==> src/rtl/sac_pkg.sv <==
package sac_pkg;

  // ==========================================================
  // Register indices (byte address is four times the index)
  localparam logic [7:0] IDX_RES_LO = 8'h04;
  localparam logic [7:0] IDX_RES_HI = 8'h05;
  localparam logic [7:0] IDX_CSR = 8'h06;
  localparam logic [7:0] IDX_MUX = 8'h07;
  localparam int unsigned ADDR_STEP = 4;

  // ==========================================================
  // Control/status field positions
  localparam int unsigned CSR_ON = 7;
  localparam int unsigned CSR_GO = 6;
  localparam int unsigned CSR_FREE = 5;
  localparam int unsigned CSR_DONE = 4;
  localparam int unsigned CSR_IE = 3;
  localparam int unsigned CSR_PS_HI = 2;

  // ==========================================================
  // Input/reference select field positions
  localparam int unsigned MUX_REF_HI = 7;
  localparam int unsigned MUX_REF_LO = 6;
  localparam int unsigned MUX_LJ = 5;
  localparam int unsigned MUX_SEL_HI = 2;

  // ==========================================================
  // Reset values
  localparam logic [7:0] CSR_RST = 8'h00;
  localparam logic [7:0] MUX_RST = 8'h00;

  // ==========================================================
  // Conversion timing in converter clock cycles; result and prescaler counter widths in bits
  localparam int unsigned NORM_LEN = 13;
  localparam int unsigned EXT_LEN = 25;
  localparam int unsigned NORM_SH = 1;
  localparam int unsigned EXT_SH = 13;
  localparam int unsigned RES_W = 10;
  localparam int unsigned PS_W = 7;

  typedef enum logic {
    SAC_IDLE,
    SAC_RUN
  } sac_state_t;

endpackage

==> src/rtl/sac_conv_if.sv <==
`timescale 1ns/1ns
interface sac_conv_if;
  logic en;
  logic [2:0] sel;
  logic rise;
  logic fall;
  logic load;
  logic step;
  logic cmp;
  logic [9:0] code;

  modport pre (input en, input sel, output rise, output fall);
  modport sar (input load, input step, input cmp, output code);
  modport ctl (
    output en, output sel, output load, output step, output cmp,
    input rise, input fall, input code
  );
endinterface

==> src/rtl/sac_prescaler.sv <==
`timescale 1ns/1ns
module sac_prescaler
  import sac_pkg::*;
(
  input wire logic clk_i,
  input wire logic rst_ni,
  sac_conv_if.pre cv
);

  typedef struct packed {
    logic [PS_W-1:0] cnt;
    logic rise;
    logic fall;
  } sac_pre_t;

  sac_pre_t s;
  sac_pre_t d;
  logic [2:0] lg;
  logic [PS_W-1:0] top;

  // ==========================================================
  // Divider: pulses mark converter clock edges
  always_comb begin
    d = s;
    d.rise = 1'b0;
    d.fall = 1'b0;
    lg = (cv.sel == 3'h0) ? 3'h1 : cv.sel;
    top = PS_W'((8'h01 << lg) - 8'h01);
    if (!cv.en) begin
      d.cnt = '0;
    end else if (s.cnt == top) begin
      d.cnt = '0;
      d.rise = 1'b1;
    end else begin
      d.cnt = s.cnt + PS_W'(1);
      d.fall = (s.cnt == (top >> 1));
    end
  end

  always_ff @(posedge clk_i or negedge rst_ni) begin
    if (!rst_ni) begin
      s <= '0;
    end else begin
      s <= d;
    end
  end

  assign cv.rise = s.rise;
  assign cv.fall = s.fall;

endmodule

==> src/rtl/sac_sar.sv <==
`timescale 1ns/1ns
module sac_sar
  import sac_pkg::*;
(
  input wire logic clk_i,
  input wire logic rst_ni,
  sac_conv_if.sar cv
);

  typedef struct packed {
    logic [RES_W-1:0] code;
    logic [RES_W-1:0] trial;
  } sac_sar_t;

  sac_sar_t s;
  sac_sar_t d;

  // ==========================================================
  // Binary search, one bit per step, MSB first
  always_comb begin
    d = s;
    if (cv.load) begin
      d.code = '0;
      d.trial = {1'b1, {(RES_W-1){1'b0}}};
    end else if (cv.step) begin
      d.code = s.code | (cv.cmp ? s.trial : '0);
      d.trial = s.trial >> 1;
    end
  end

  always_ff @(posedge clk_i or negedge rst_ni) begin
    if (!rst_ni) begin
      s <= '0;
    end else begin
      s <= d;
    end
  end

  // Trial value to the DAC; the result once trial is empty
  assign cv.code = s.code | s.trial;

endmodule

==> src/rtl/sac_ctrl.sv <==
// The APB register port was left to the implementer.
`timescale 1ns/1ns
module sac_ctrl
  import sac_pkg::*;
(
  input wire logic clk_i,
  input wire logic nrst_i,
  input wire logic psel_i,
  input wire logic penable_i,
  input wire logic pwrite_i,
  input wire logic [7:0] paddr_i,
  input wire logic [31:0] pwdata_i,
  output logic [31:0] prdata_o,
  output logic pready_o,
  output logic pslverr_o,
  input wire logic cmp_i,
  input wire logic sleep_quiet_i,
  input wire logic global_irq_enable_i,
  input wire logic irq_ack_i,
  output logic irq_o,
  output logic converter_on_o,
  output logic adc_clk_o,
  output logic sample_hold_o,
  output logic [sac_pkg::RES_W-1:0] dac_code_o,
  output logic [1:0] ref_select_o,
  output logic [2:0] input_select_o
);

  localparam logic [7:0] A_RES_LO = 8'(IDX_RES_LO * ADDR_STEP);
  localparam logic [7:0] A_RES_HI = 8'(IDX_RES_HI * ADDR_STEP);
  localparam logic [7:0] A_CSR = 8'(IDX_CSR * ADDR_STEP);
  localparam logic [7:0] A_MUX = 8'(IDX_MUX * ADDR_STEP);

  typedef struct packed {
    sac_state_t st;
    logic [4:0] cyc;
    logic ext;
    logic ext_pend;
    logic on;
    logic go;
    logic free;
    logic done;
    logic ie;
    logic [2:0] ps;
    logic [1:0] ref_sw;
    logic lj;
    logic [2:0] sel_sw;
    logic [1:0] ref_eff;
    logic [2:0] sel_eff;
    logic [RES_W-1:0] result;
    logic sleep_prev;
    logic [31:0] prdata;
    logic pready;
    logic pslverr;
    logic irq;
    logic aclk;
    logic sh;
    logic [RES_W-1:0] dac;
    logic load;
    logic step;
  } sac_ctrl_t;

  sac_ctrl_t s;
  sac_ctrl_t d;
  logic [1:0] rsync;
  logic rst_n;
  logic setup;
  logic wr;
  logic fin;
  logic [4:0] shc;
  logic [4:0] len;
  logic [4:0] n;
  logic [7:0] csr_rd;
  logic [7:0] mux_rd;

  sac_conv_if cv ();

  // ==========================================================
  // Reset release
  always_ff @(posedge clk_i or negedge nrst_i) begin
    if (!nrst_i) begin
      rsync <= 2'h0;
    end else begin
      rsync <= {rsync[0], 1'b1};
    end
  end

  assign rst_n = rsync[1];

  // ==========================================================
  // Converter clock and approximation register
  sac_prescaler u_pre (
    .clk_i(clk_i),
    .rst_ni(rst_n),
    .cv(cv.pre)
  );

  sac_sar u_sar (
    .clk_i(clk_i),
    .rst_ni(rst_n),
    .cv(cv.sar)
  );

  assign cv.en = s.on;
  assign cv.sel = s.ps;
  assign cv.load = s.load;
  assign cv.step = s.step;
  assign cv.cmp = cmp_i;

  // ==========================================================
  // Register read views
  always_comb begin
    csr_rd = CSR_RST;
    csr_rd[CSR_ON] = s.on;
    csr_rd[CSR_GO] = s.go;
    csr_rd[CSR_FREE] = s.free;
    csr_rd[CSR_DONE] = s.done;
    csr_rd[CSR_IE] = s.ie;
    csr_rd[CSR_PS_HI:0] = s.ps;
    mux_rd = MUX_RST;
    mux_rd[MUX_REF_HI:MUX_REF_LO] = s.ref_sw;
    mux_rd[MUX_LJ] = s.lj;
    mux_rd[MUX_SEL_HI:0] = s.sel_sw;
  end

  // ==========================================================
  // Next state
  always_comb begin
    d = s;
    d.pready = 1'b0;
    d.pslverr = 1'b0;
    d.load = 1'b0;
    d.step = 1'b0;
    d.sh = 1'b0;
    setup = psel_i & ~penable_i;
    wr = psel_i & penable_i & s.pready & pwrite_i;
    shc = s.ext ? 5'(EXT_SH) : 5'(NORM_SH);
    len = s.ext ? 5'(EXT_LEN) : 5'(NORM_LEN);
    n = s.cyc + 5'h01;
    fin = 1'b0;

    // Bus answer prepared in setup, shown in access
    if (setup) begin
      d.pready = 1'b1;
      d.prdata = '0;
      case (paddr_i)
        A_CSR: begin
          d.prdata[7:0] = csr_rd;
        end
        A_MUX: begin
          d.prdata[7:0] = mux_rd;
        end
        A_RES_HI: begin
          if (s.lj) begin
            d.prdata[7:0] = s.result[RES_W-1:2];
          end else begin
            d.prdata[1:0] = s.result[RES_W-1:8];
          end
        end
        A_RES_LO: begin
          if (s.lj) begin
            d.prdata[7:6] = s.result[1:0];
          end else begin
            d.prdata[7:0] = s.result[7:0];
          end
        end
        default: begin
          d.pslverr = 1'b1;
        end
      endcase
    end

    // Conversion sequencing
    if (s.st == SAC_RUN) begin
      if (cv.fall && s.cyc == shc) begin
        d.sh = 1'b1;
      end
      if (cv.rise) begin
        if (n == len) begin
          fin = 1'b1;
        end else begin
          d.cyc = n;
          if (n > shc && n <= shc + 5'(RES_W)) begin
            d.step = 1'b1;
          end
        end
      end
    end

    if (fin) begin
      d.result = cv.code;
      d.st = SAC_IDLE;
      if (!s.free) begin
        d.go = 1'b0;
      end
    end

    // Software writes
    if (wr && paddr_i == A_CSR) begin
      d.on = pwdata_i[CSR_ON];
      d.go = d.go | pwdata_i[CSR_GO];
      d.free = pwdata_i[CSR_FREE];
      d.ie = pwdata_i[CSR_IE];
      d.ps = pwdata_i[CSR_PS_HI:0];
      if (pwdata_i[CSR_DONE]) begin
        d.done = 1'b0;
      end
    end
    if (wr && paddr_i == A_MUX) begin
      d.ref_sw = pwdata_i[MUX_REF_HI:MUX_REF_LO];
      d.lj = pwdata_i[MUX_LJ];
      d.sel_sw = pwdata_i[MUX_SEL_HI:0];
    end

    if (irq_ack_i) begin
      d.done = 1'b0;
    end
    if (fin) begin
      d.done = 1'b1;
    end

    // Quiet sleep launch
    if (sleep_quiet_i && !s.sleep_prev && s.on && !s.go && !s.free
        && s.ie && s.st == SAC_IDLE) begin
      d.go = 1'b1;
    end
    d.sleep_prev = sleep_quiet_i;

    // Selections take effect only between conversions
    if (d.on && d.st == SAC_IDLE) begin
      if (d.ref_sw != s.ref_eff) begin
        d.ext_pend = 1'b1;
      end
      if (d.sel_sw[MUX_SEL_HI] && !s.sel_eff[MUX_SEL_HI]) begin
        d.ext_pend = 1'b1;
      end
      d.ref_eff = d.ref_sw;
      d.sel_eff = d.sel_sw;
    end
    if (d.on && !s.on) begin
      d.ext_pend = 1'b1;
    end

    // Start on a converter clock rising edge
    if (d.on && d.go && d.st == SAC_IDLE && cv.rise) begin
      d.st = SAC_RUN;
      d.cyc = 5'h00;
      d.load = 1'b1;
      d.ext = d.ext_pend;
      d.ext_pend = 1'b0;
    end

    // Switch-off aborts
    if (!d.on) begin
      d.st = SAC_IDLE;
      d.go = 1'b0;
      d.cyc = 5'h00;
      d.aclk = 1'b0;
    end else if (cv.rise) begin
      d.aclk = 1'b1;
    end else if (cv.fall) begin
      d.aclk = 1'b0;
    end

    d.dac = cv.code;
    d.irq = d.done & d.ie & global_irq_enable_i;
  end

  always_ff @(posedge clk_i or negedge rst_n) begin
    if (!rst_n) begin
      s <= '0;
    end else begin
      s <= d;
    end
  end

  // ==========================================================
  // Outputs
  assign prdata_o = s.prdata;
  assign pready_o = s.pready;
  assign pslverr_o = s.pslverr;
  assign irq_o = s.irq;
  assign converter_on_o = s.on;
  assign adc_clk_o = s.aclk;
  assign sample_hold_o = s.sh;
  assign dac_code_o = s.dac;
  assign ref_select_o = s.ref_eff;
  assign input_select_o = s.sel_eff;

endmodule

==> config.mk <==
export PLATFORM = sky130hd
export DESIGN_NAME = sac_ctrl
export DESIGN_NICKNAME = d
export VERILOG_FILES = /design/src/rtl/sac_pkg.sv /design/src/rtl/sac_conv_if.sv /design/src/rtl/sac_prescaler.sv /design/src/rtl/sac_sar.sv /design/src/rtl/sac_ctrl.sv
export SDC_FILE = /design/constraint.sdc
export NUM_CORES = 1
export LEC_CHECK = 0
export BUFFER_PORTS_ARGS = -buffer_cell sky130_fd_sc_hd__buf_2
export CAP_MARGIN = 20
export CELL_PAD_IN_SITES_DETAIL_PLACEMENT = 0
export CELL_PAD_IN_SITES_GLOBAL_PLACEMENT = 1
export CORE_MARGIN = 10
export CORE_UTILIZATION = 38
export CTS_CLUSTER_SIZE = 14
export DETAILED_ROUTE_END_ITERATION = 6
export PLACE_DENSITY_LB_ADDON = 0.1
export SLEW_MARGIN = 20
export SYNTH_ARGS = -nofsm -noshare
export SYNTH_HDL_FRONTEND = slang
export SYNTH_SLANG_ARGS = --single-unit
export TNS_END_PERCENT = 100
==> constraint.sdc <==
create_clock -name clk_i -period 2.59 [get_ports clk_i]
set_input_delay 0.1295 -clock clk_i [delete_from_list [all_inputs] [get_ports clk_i]]
set_output_delay 0.1295 -clock clk_i [all_outputs]
set_load 0.05 [all_outputs]
==> results.yml, run 1 <==
timing:
  rsz0062_at_grt: "no"
  whs_ns: 0.02730
  hold_viol: 0
  fin_crit_ns: 2.456
  drv_slew: 0
  period_share_pct: 94.81
  tightestPinTransition_ns: 0.6733
  setup_tns_ns: 0
  max_freq_mhz: 407.2
  finalSetupViolations: 0
  skew_ns: 0.007352
  max_slew_margin_pct: 55.11
synthesis:
  avgSynthCellArea_um2: 10.76
  synth_flop_cell: "dfrtp_1"
  synth_seq_cells: 94
  netlist_instances: 436
  synth_edf_count: 0
  syn_area_um2: 4691
  ys_seq_area_share_pct: 50.15
  yosysUniqueCellTypes: 53
  yosys_warnings: 0
  async_reset_ff_share_pct: 100.0
global_route:
  top_usage_layer: "met2"
  grt.met3_usage_pct: 3.925
  antenna_found_initial: 0
  grt_pass1_wl_um: 17310
  grt.total_usage_pct: 12.34
  grt_use_met1_pct: 16.18
  grt_remaining_overflow: 0
  use_met2_pct: 18.09
  grt_max_degree: 53
  first_global_vias: 3329
setup_path:
  crit_type: "flip-flop to flip-flop"
  critPathSlowestCell: "dfrtp_1"
  slowest_delay_ns: 0.37
  critical_path.cell_chain: "ha_2 -> nand3_2 -> xnor2_2 -> ha_1 -> nor4bb_4 -> mux2_4 -> a21oi_4 -> nor2_4 -> mux2_1"
  endpoint_kind: "flip-flop"
  arrival_ns: 2.69
  cp_data_required_time_ns: 2.82
  crit_fanout: 7
  startpoint_type: "flip-flop"
  reg2regPathDepth: 9
drt:
  routed_wl_um: 10360
  first_pass_iters: 5
  wl_per_cell_um: 15.80
  num_vias: 3176
  via_per_inst: 4.841
  drc: 0
  drt_iter0_drc: 162
  ant_nets: 0
layout:
  final_nets: 543
  final_cell_mix: "dfrtp_1, buf_2, nor2_1, conb_1, mux2_2"
  multi_input_area_um2: 2014
  drive_above_1_share_pct: 28.69
  area_delta_synth_final_pct: 13.90
  postLayoutCellArea_um2: 5343
  final_common_cell: "dfrtp_1"
  fill_cells: 1140
  final_cells: 656
  register_area_um2: 2356
  antenna_cells: 0
die:
  core_um2: 12060
  die_h_um: 131.1
  dieArea_um2: 17190
  core.rowCount: 40
  num_io_pins: 102
  chipWidth_um: 131.1
  start_util_pct: 38.89
worst_hold_path:
  hold_class: "input port to flip-flop"
  hold_path_depth: 2
placed_design:
  portBuffers: 53
  place_congestion: 0.7803
  dp_cells: 638
  hpwl_um: 7655
  place_area_um2: 5006
power:
  vdd_drop_max_mv: 0.2974
  leakagePower_nw: 2.521
  finalPower_w: 0.002899
  powerDensity_nw_per_um2: 542.6
clock_tree:
  htree_levels: 3
  cts_setup_buffers: 0
  cts.clk_slew.worst_paths_ns: 0.06
  cts_max_path_buffers: 2
  clk_latency_ns: 0.35
  tritoncts: "built"
  clk_root_buffer_cell: "clkbuf_16"
  cts.sinks: 94
  numCtsBuffers: 9
status:
  status: "finished, final reports clean"
run:
  max_cap_violations: 0
## cell families (layout without fill, tap and decap cells)
| family | Yosys count | after routing | synth area share, % |
|---|---|---|---|
| buffers and inverters | 76 | 104 | 9.843 |
| multiplexers | 44 | 44 | 10.22 |
| AND/OR/NAND/NOR | 119 | 119 | 13.15 |
| XOR/XNOR | 22 | 22 | 4.108 |
| AO/OA/AOI/OAI | 68 | 68 | 9.443 |
| adder cells (fa/ha/maj) | 11 | 11 | 2.934 |
| flip-flops | 94 | 94 | 50.15 |
| other | 2 | 26 | 0.1601 |
## worst paths after layout
path / start / end / slack (ns)
hold / removal: pwdata_i[0] / cv.sel[0] / 0.03
setup / recovery: s[81] / ref_select_o[0] / 0.13
min in group asynchronous: nrst_i / rsync[1] / 0.09
setup reg to reg: s[81] / ref_select_o[0] / 0.13
max in group asynchronous: rsync[1] / u_pre.s[6] / 1.60
hold reg to reg: rsync[1] / u_sar.s[9] / 0.32
## report_power, final
group | internal, W | total [W] | switching, W | leakage [nW]
logic | 0.0000366 | 0.000183 | 0.000147 | 1.19
registers | 0.00148 | 0.00149 | 0.0000171 | 1.20
clock network | 0.000672 | 0.00122 | 0.000549 | 0.132
total | 0.00219 | 0.00290 | 0.000713 | 2.52
## sequential cells by signal, summed over array words and instances, names as in the netlist, 3 cells and up
signal,cells
csr_rd,4
cv.sel,3
dac_code_o,10
input_select_o,3
mux_rd,6
prdata_o,8
s,19
u_pre.s,7
u_sar.s,20
## cell type report
cell class,instances,area share [%]
inverter,14,0.9836
clock inverter,4,0.4215
clock buffer,12,4.614
tap,168,3.934
sequential,94,44.10
multi-input combinational,290,37.70
timing repair buffer,74,8.244
## layer usage
layer  routed length, µm  vias to the layer above
met3                 681                       12
met5                   0                        -
met4                 195                        0
met2                4673                       91
met1                4811                     1559
li1                    -                     1514
## stage by stage
step                setup WS [ns]  util, %
global route             0.001838    44.29
detailed placement       -0.03599    41.50
floorplan                 0.01842        -
global placement          0.02759    41.50
CTS                       0.04326    43.98
finish                     0.1343    44.29
## critical path: cells and delay by family (launching register included)
family	cells	cell delay [ns]
AND/OR/NAND/NOR	3	0.60
multiplexers	2	0.58
adder cells (fa/ha/maj)	2	0.55
flip-flops	1	0.37
XOR/XNOR	1	0.16
AO/OA/AOI/OAI	1	0.08
## cells in the mapped netlist (all sizes together), types with 6 or more instances
cell type | n | share of area [%]
dfrtp | 94 | 50
buf | 49 | 7.7
nor2 | 46 | 3.8
mux2 | 28 | 6.7
a21oi | 24 | 2.6
nand2 | 23 | 1.8
mux2i | 16 | 3.5
or2 | 16 | 2.1
inv | 14 | 1.1
o21ai | 14 | 1.5
clkbuf | 13 | 1.0
xnor2 | 12 | 2.2
ha | 11 | 2.9
xor2 | 10 | 1.9
a221oi | 6 | 1.1
## timing repair
action / 4_1_cts / 5_1_grt
hold endpoints to repair: 3 / 0
cloned: 0 / 0
gates resized for setup: 3 / 8
hold buffers: 2 / 0
endpoints found under the setup margin: 7 / 24
pin swaps: 0 / 2
Note: power is estimated with default switching activity, not from simulation.
==> run 2: changes to the inputs <==
--- a/config.mk
+++ b/config.mk
@@ -10,7 +10,7 @@
 export CELL_PAD_IN_SITES_DETAIL_PLACEMENT = 0
 export CELL_PAD_IN_SITES_GLOBAL_PLACEMENT = 1
 export CORE_MARGIN = 10
-export CORE_UTILIZATION = 38
+export CORE_UTILIZATION = 40
 export CTS_CLUSTER_SIZE = 14
 export DETAILED_ROUTE_END_ITERATION = 6
 export PLACE_DENSITY_LB_ADDON = 0.1
==> constraint.sdc (replaced) <==
create_clock -name clk_i -period 2.55 [get_ports clk_i]
set_input_delay 0.1275 -clock clk_i [delete_from_list [all_inputs] [get_ports clk_i]]
set_output_delay 0.1275 -clock clk_i [all_outputs]
set_load 0.05 [all_outputs]
==> run 2 against run 1 <==
- first-iteration DRC count up 7.4%
- largest power group unchanged
- die area down 4.2%
- power up 5.8%
- largest cell class unchanged
- highest routed layer unchanged
- cell area up 0.68%
- critical path depth up 1
- worst hold slack better by 0.0043 ns
- clock power up 11%
==> results.yml, run 2 (synthesized netlist as in run 1, its figures left out) <==
die:
  chipWidth_um: 128.3
  num_io_pins: 102
  start_util_pct: 40.91
  core_um2: 11470
  dieArea_um2: 16460
  core.rowCount: 39
  die_h_um: 128.3
setup_path:
  reg2reg_from: "s[81]"
  path_buf_inv: 1
  reg2regPathDepth: 10
  startpoint_type: "flip-flop"
  crit_fanout: 3
  critPathSlowestCell: "dfrtp_1"
  crit_family: "simple AND/OR/NAND/NOR gates"
  r2r-end: "s[85]"
  critical_path.cell_chain: "ha_4 -> nand3_2 -> xnor2_2 -> ha_1 -> and4b_1 -> mux2_4 -> buf_4 -> or3_4 -> xor2_1 -> nor2_1"
  endpoint_kind: "flip-flop"
  cp_data_required_time_ns: 2.78
  arrival_ns: 2.73
  crit_type: "flip-flop to flip-flop"
  slowest_delay_ns: 0.39
  rrSetupSlack_ns: 0.05
clock_tree:
  numCtsBuffers: 9
  cts.clk_slew.worst_paths_ns: 0.06
  htree_levels: 3
  clk_root_buffer_cell: "clkbuf_16"
  cts_max_path_buffers: 2
  tritoncts: "built"
  clk_latency_ns: 0.34
  cts.sinks: 94
layout:
  area_delta_synth_final_pct: 14.67
  final_common_cell: "dfrtp_1"
  antenna_cells: 0
  final_nets: 544
  postLayoutCellArea_um2: 5379
  final_cell_mix: "dfrtp_1, buf_2, nor2_1, conb_1, mux2_2"
  regMostFlops: "u_sar.s"
  largest_reg_flops: 20
  final_cells: 632
  drive_above_1_share_pct: 30.06
  fill_cells: 1093
placed_design:
  place_congestion: 0.8106
  dp_cells: 613
  place_area_um2: 4975
  hpwl_um: 7607
  dp_slack_ns: -0.03716
  portBuffers: 53
status:
  status: "finished, final reports clean"
timing:
  tightestPinTransition_ns: 0.6506
  finalSetupViolations: 0
  setup_tns_ns: 0
  max_freq_mhz: 399.8
  period_share_pct: 98.10
  skew_ns: 0.004867
  drv_slew: 0
  max_slew_margin_pct: 56.63
  fin_crit_ns: 2.502
  hold_viol: 0
  setup_ws_ns: 0.04845
  whs_ns: 0.03163
  rsz0062_at_grt: "yes"
global_route:
  first_global_vias: 3297
  antenna_found_initial: 0
  grt_remaining_overflow: 0
  grt_pass1_wl_um: 16910
  grt_max_degree: 55
  grt.total_usage_pct: 12.91
run:
  max_cap_violations: 0
worst_hold_path:
  hold_class: "input port to flip-flop"
  min_to: "cv.sel[0]"
  hold_path_depth: 2
  hold_start: "pwdata_i[0]"
drt:
  ant_nets: 0
  first_pass_iters: 4
  wl_per_cell_um: 16.28
  num_vias: 3154
  drt_iter0_drc: 174
  via_per_inst: 4.991
  drc: 0
  routed_wl_um: 10290
power:
  leakagePower_nw: 2.539
  vdd_drop_max_mv: 0.4402
  powerDensity_nw_per_um2: 570.3
==> run 2: through the flow <==
stage               util, %  power (W)
floorplan                 -   0.001714
global placement      43.38   0.001731
detailed placement    43.38   0.001732
CTS                   46.31   0.003109
global route          46.91   0.003185
finish                46.91   0.003068
==> run 2: final cells by class <==
cell class / instances / area (µm²) / area share, %
Sequential cell: 94 / 2356 / 43.80
Multi-Input combinational cell: 290 / 2041 / 37.94
Timing Repair Buffer: 75 / 447.9 / 8.328
Clock buffer: 13 / 260.3 / 4.838
Tap cell: 143 / 178.9 / 3.326
Inverter: 14 / 52.55 / 0.9770
Clock inverter: 3 / 42.54 / 0.7909
==> run 2: power breakdown <==
group | switching [W] | internal (W)
Sequential | 0.0000171 | 0.00150
Clock | 0.000550 | 0.000813
Combinational | 0.000151 | 0.0000371
Total | 0.000718 | 0.00235
==> run 2: timing repair <==
action / CTS / global route
hold buffers: 2 / 0
hold endpoints to repair: 3 / 0
setup buffers: 0 / 2
pin swaps: 0 / 4
endpoints found under the setup margin: 7 / 23
gates resized for setup: 3 / 13
cloned: 0 / 0
==> run 2: metal layers <==
metal	global-route usage, %	part of all wire [%]	vias to the layer above
li1	-	-	1517
met1	17.30	48	1541
met2	18.67	44	77
met3	3.722	6.3	19
met4	6.093	2.1	0
met5	0	0	-
==> run 2: worst max-delay path by stage <==
| stage | startpoint | to | cells past startpoint | slack (ns) |
|---|---|---|---|---|
| final | s[81] | s[85] | 10 | 0.05 |
| after global routing | s[81] | s[80] | 10 | -0.03 |
| after CTS | s[81] | s[80] | 11 | -0.01 |
| after detailed placement | s[81] | input_select_o[1] | 10 | -0.04 |
| after global placement | s[81] | s[80] | 11 | -0.005 |
| after floorplan | s[81] | s[82] | 10 | 0.06 |
==> run 3: changes to the inputs <==
--- a/config.mk
+++ b/config.mk
@@ -10,7 +10,7 @@
 export CELL_PAD_IN_SITES_DETAIL_PLACEMENT = 0
 export CELL_PAD_IN_SITES_GLOBAL_PLACEMENT = 1
 export CORE_MARGIN = 10
-export CORE_UTILIZATION = 40
+export CORE_UTILIZATION = 42
 export CTS_CLUSTER_SIZE = 14
 export DETAILED_ROUTE_END_ITERATION = 6
 export PLACE_DENSITY_LB_ADDON = 0.1
@@ -18,4 +18,4 @@
 export SYNTH_ARGS = -nofsm -noshare
 export SYNTH_HDL_FRONTEND = slang
 export SYNTH_SLANG_ARGS = --single-unit
-export TNS_END_PERCENT = 100
+export TNS_END_PERCENT = 5
==> run 3 against run 2 <==
- clock power fell by 28%
- non-clock buffer count is 9 higher
- wire length barely moved
- critical path depth did not move
- die area down 4.0%
- cell area shrank 1.0%
- clock-buffer cell count down 3
- sequential cell count unchanged
- combinational power about the same
- sequential power barely moved
- sequential share of layout area is 0.45 points higher
- worst hold slack worse by 0.019 ns
- critical endpoint unchanged
- largest power group unchanged
==> results.yml, run 3 (synthesized netlist as in run 1, its figures left out) <==
status:
  status: "finished, final reports clean"
drt:
  via_per_inst: 4.967
  first_pass_iters: 4
  drc: 0
  routed_wl_um: 10280
  drt_iter0_drc: 215
  num_vias: 3169
  wl_per_cell_um: 16.11
  ant_nets: 0
die:
  core_um2: 10890
  core.rowCount: 38
  die_h_um: 125.7
  dieArea_um2: 15800
  chipWidth_um: 125.7
  start_util_pct: 43.08
  num_io_pins: 102
timing:
  fin_crit_ns: 2.508
  period_share_pct: 98.34
  finalSetupViolations: 0
  max_slew_margin_pct: 55.71
  drv_slew: 0
  hold_viol: 0
  whs_ns: 0.01287
  tightestPinTransition_ns: 0.6643
  rsz0062_at_grt: "yes"
  max_freq_mhz: 398.8
  skew_ns: 0.01160
placed_design:
  hpwl_um: 7544
  portBuffers: 53
  dp_cells: 614
  place_congestion: 0.7821
clock_tree:
  numCtsBuffers: 9
  htree_levels: 3
  clk_root_buffer_cell: "clkbuf_8"
  cts.sinks: 94
  tritoncts: "built"
  clk_latency_ns: 0.37
  cts_max_path_buffers: 2
  cts.clk_slew.worst_paths_ns: 0.09
global_route:
  grt.total_usage_pct: 12.75
  grt_remaining_overflow: 0
  grt_max_degree: 48
  antenna_found_initial: 0
  grt_pass1_wl_um: 16620
  first_global_vias: 3231
layout:
  final_cells: 638
  final_cell_mix: "dfrtp_1, buf_2, nor2_1, conb_1, buf_4"
  largest_reg_flops: 20
  final_common_cell: "dfrtp_1"
  regMostFlops: "u_sar.s"
  final_util_pct: 48.90
  area_delta_synth_final_pct: 13.50
  final_nets: 553
  antenna_cells: 0
  drive_above_1_share_pct: 30.92
setup_path:
  path_buf_inv: 1
  crit_type: "flip-flop to flip-flop"
  cp_data_required_time_ns: 2.85
  crit_family: "simple AND/OR/NAND/NOR gates"
  arrival_ns: 2.81
  reg2regPathDepth: 10
  slowest_delay_ns: 0.37
  critical_path.cell_chain: "ha_2 -> nand3_2 -> xnor2_2 -> ha_1 -> and4b_1 -> mux2_4 -> buf_6 -> or3_4 -> xor2_2 -> nor2_1"
  rrSetupSlack_ns: 0.04
  r2r-end: "s[85]"
  startpoint_type: "flip-flop"
  critPathSlowestCell: "dfrtp_1"
  endpoint_kind: "flip-flop"
  crit_fanout: 3
  reg2reg_from: "s[81]"
power:
  powerDensity_nw_per_um2: 504.1
  leakagePower_nw: 2.527
  finalPower_w: 0.002684
  vdd_drop_max_mv: 0.3413
worst_hold_path:
  min_to: "csr_rd[3]"
  hold_start: "pwdata_i[3]"
  hold_path_depth: 2
  hold_class: "input port to flip-flop"
run:
  max_cap_violations: 0
run 3: changes by cell type in the layout (fill, tap and decap cells not counted), sizes merged:
cell	change
buf	+8
clkbuf	-3
clkinv	+2
clkinvlp	+1
dlygate4sd3	+1
run 3: power breakdown:
| part | internal [W] | leakage (nW) | switching [W] |
|---|---|---|---|
| Combinational | 0.0000390 | 1.23 | 0.000147 |
| Clock | 0.000452 | 0.0923 | 0.000529 |
| Sequential | 0.00150 | 1.20 | 0.0000189 |
| Total | 0.00199 | 2.53 | 0.000695 |
run 3: per-stage QoR:
stage	TNS, ns	instance area (µm²)	setup WS [ns]
floorplan	-0.2328	4782	-0.02158
global placement	0	4989	0.01597
detailed placement	-0.1100	4989	-0.03938
CTS	-0.01092	5226	-0.01092
global route	-0.8989	5324	-0.08705
finish	0	5324	0.04222
run 3: area by class of cell:
| class | instances | area [µm²] |
|---|---|---|
| clock inverter | 6 | 63.81 |
| multi-input combinational | 290 | 2032 |
| inverter | 14 | 52.55 |
| clock buffer | 10 | 127.6 |
| sequential | 94 | 2356 |
| tap | 140 | 175.2 |
| timing repair buffer | 84 | 516.7 |
| fill | 1036 | 5564 |
run 3: per-layer routing:
| metal | vias to the layer above | track usage (%) | wire length, µm |
|---|---|---|---|
| met5 | - | 0 | 0 |
| met4 | 0 | 4.539 | 109 |
| met3 | 7 | 3.649 | 541 |
| met2 | 67 | 19.89 | 4985 |
| met1 | 1566 | 16.51 | 4641 |
| li1 | 1529 | - | - |
run 3: what timing repair did:
| action | 4_1_cts | 5_1_grt |
|---|---|---|
| endpoints found under the setup margin | 6 | 24 |
| pin swaps | 1 | 12 |
| resized for setup | 4 | 14 |
| buffers inserted | 0 | 5 |
| hold endpoints to repair | 4 | 0 |
| hold buffers | 3 | 0 |
run 3: worst max path at each step:
| stage | start | endpoint | slack [ns] | cells after the start |
|---|---|---|---|---|
| floorplan | s[81] | s[50] | -0.02 | 9 |
| global placement | s[81] | input_select_o[0] | 0.02 | 9 |
| detailed placement | s[81] | input_select_o[0] | -0.04 | 9 |
| CTS | s[82] | s[80] | -0.01 | 11 |
| global route | s[82] | s[80] | -0.09 | 11 |
| finish | s[81] | s[85] | 0.04 | 10 |
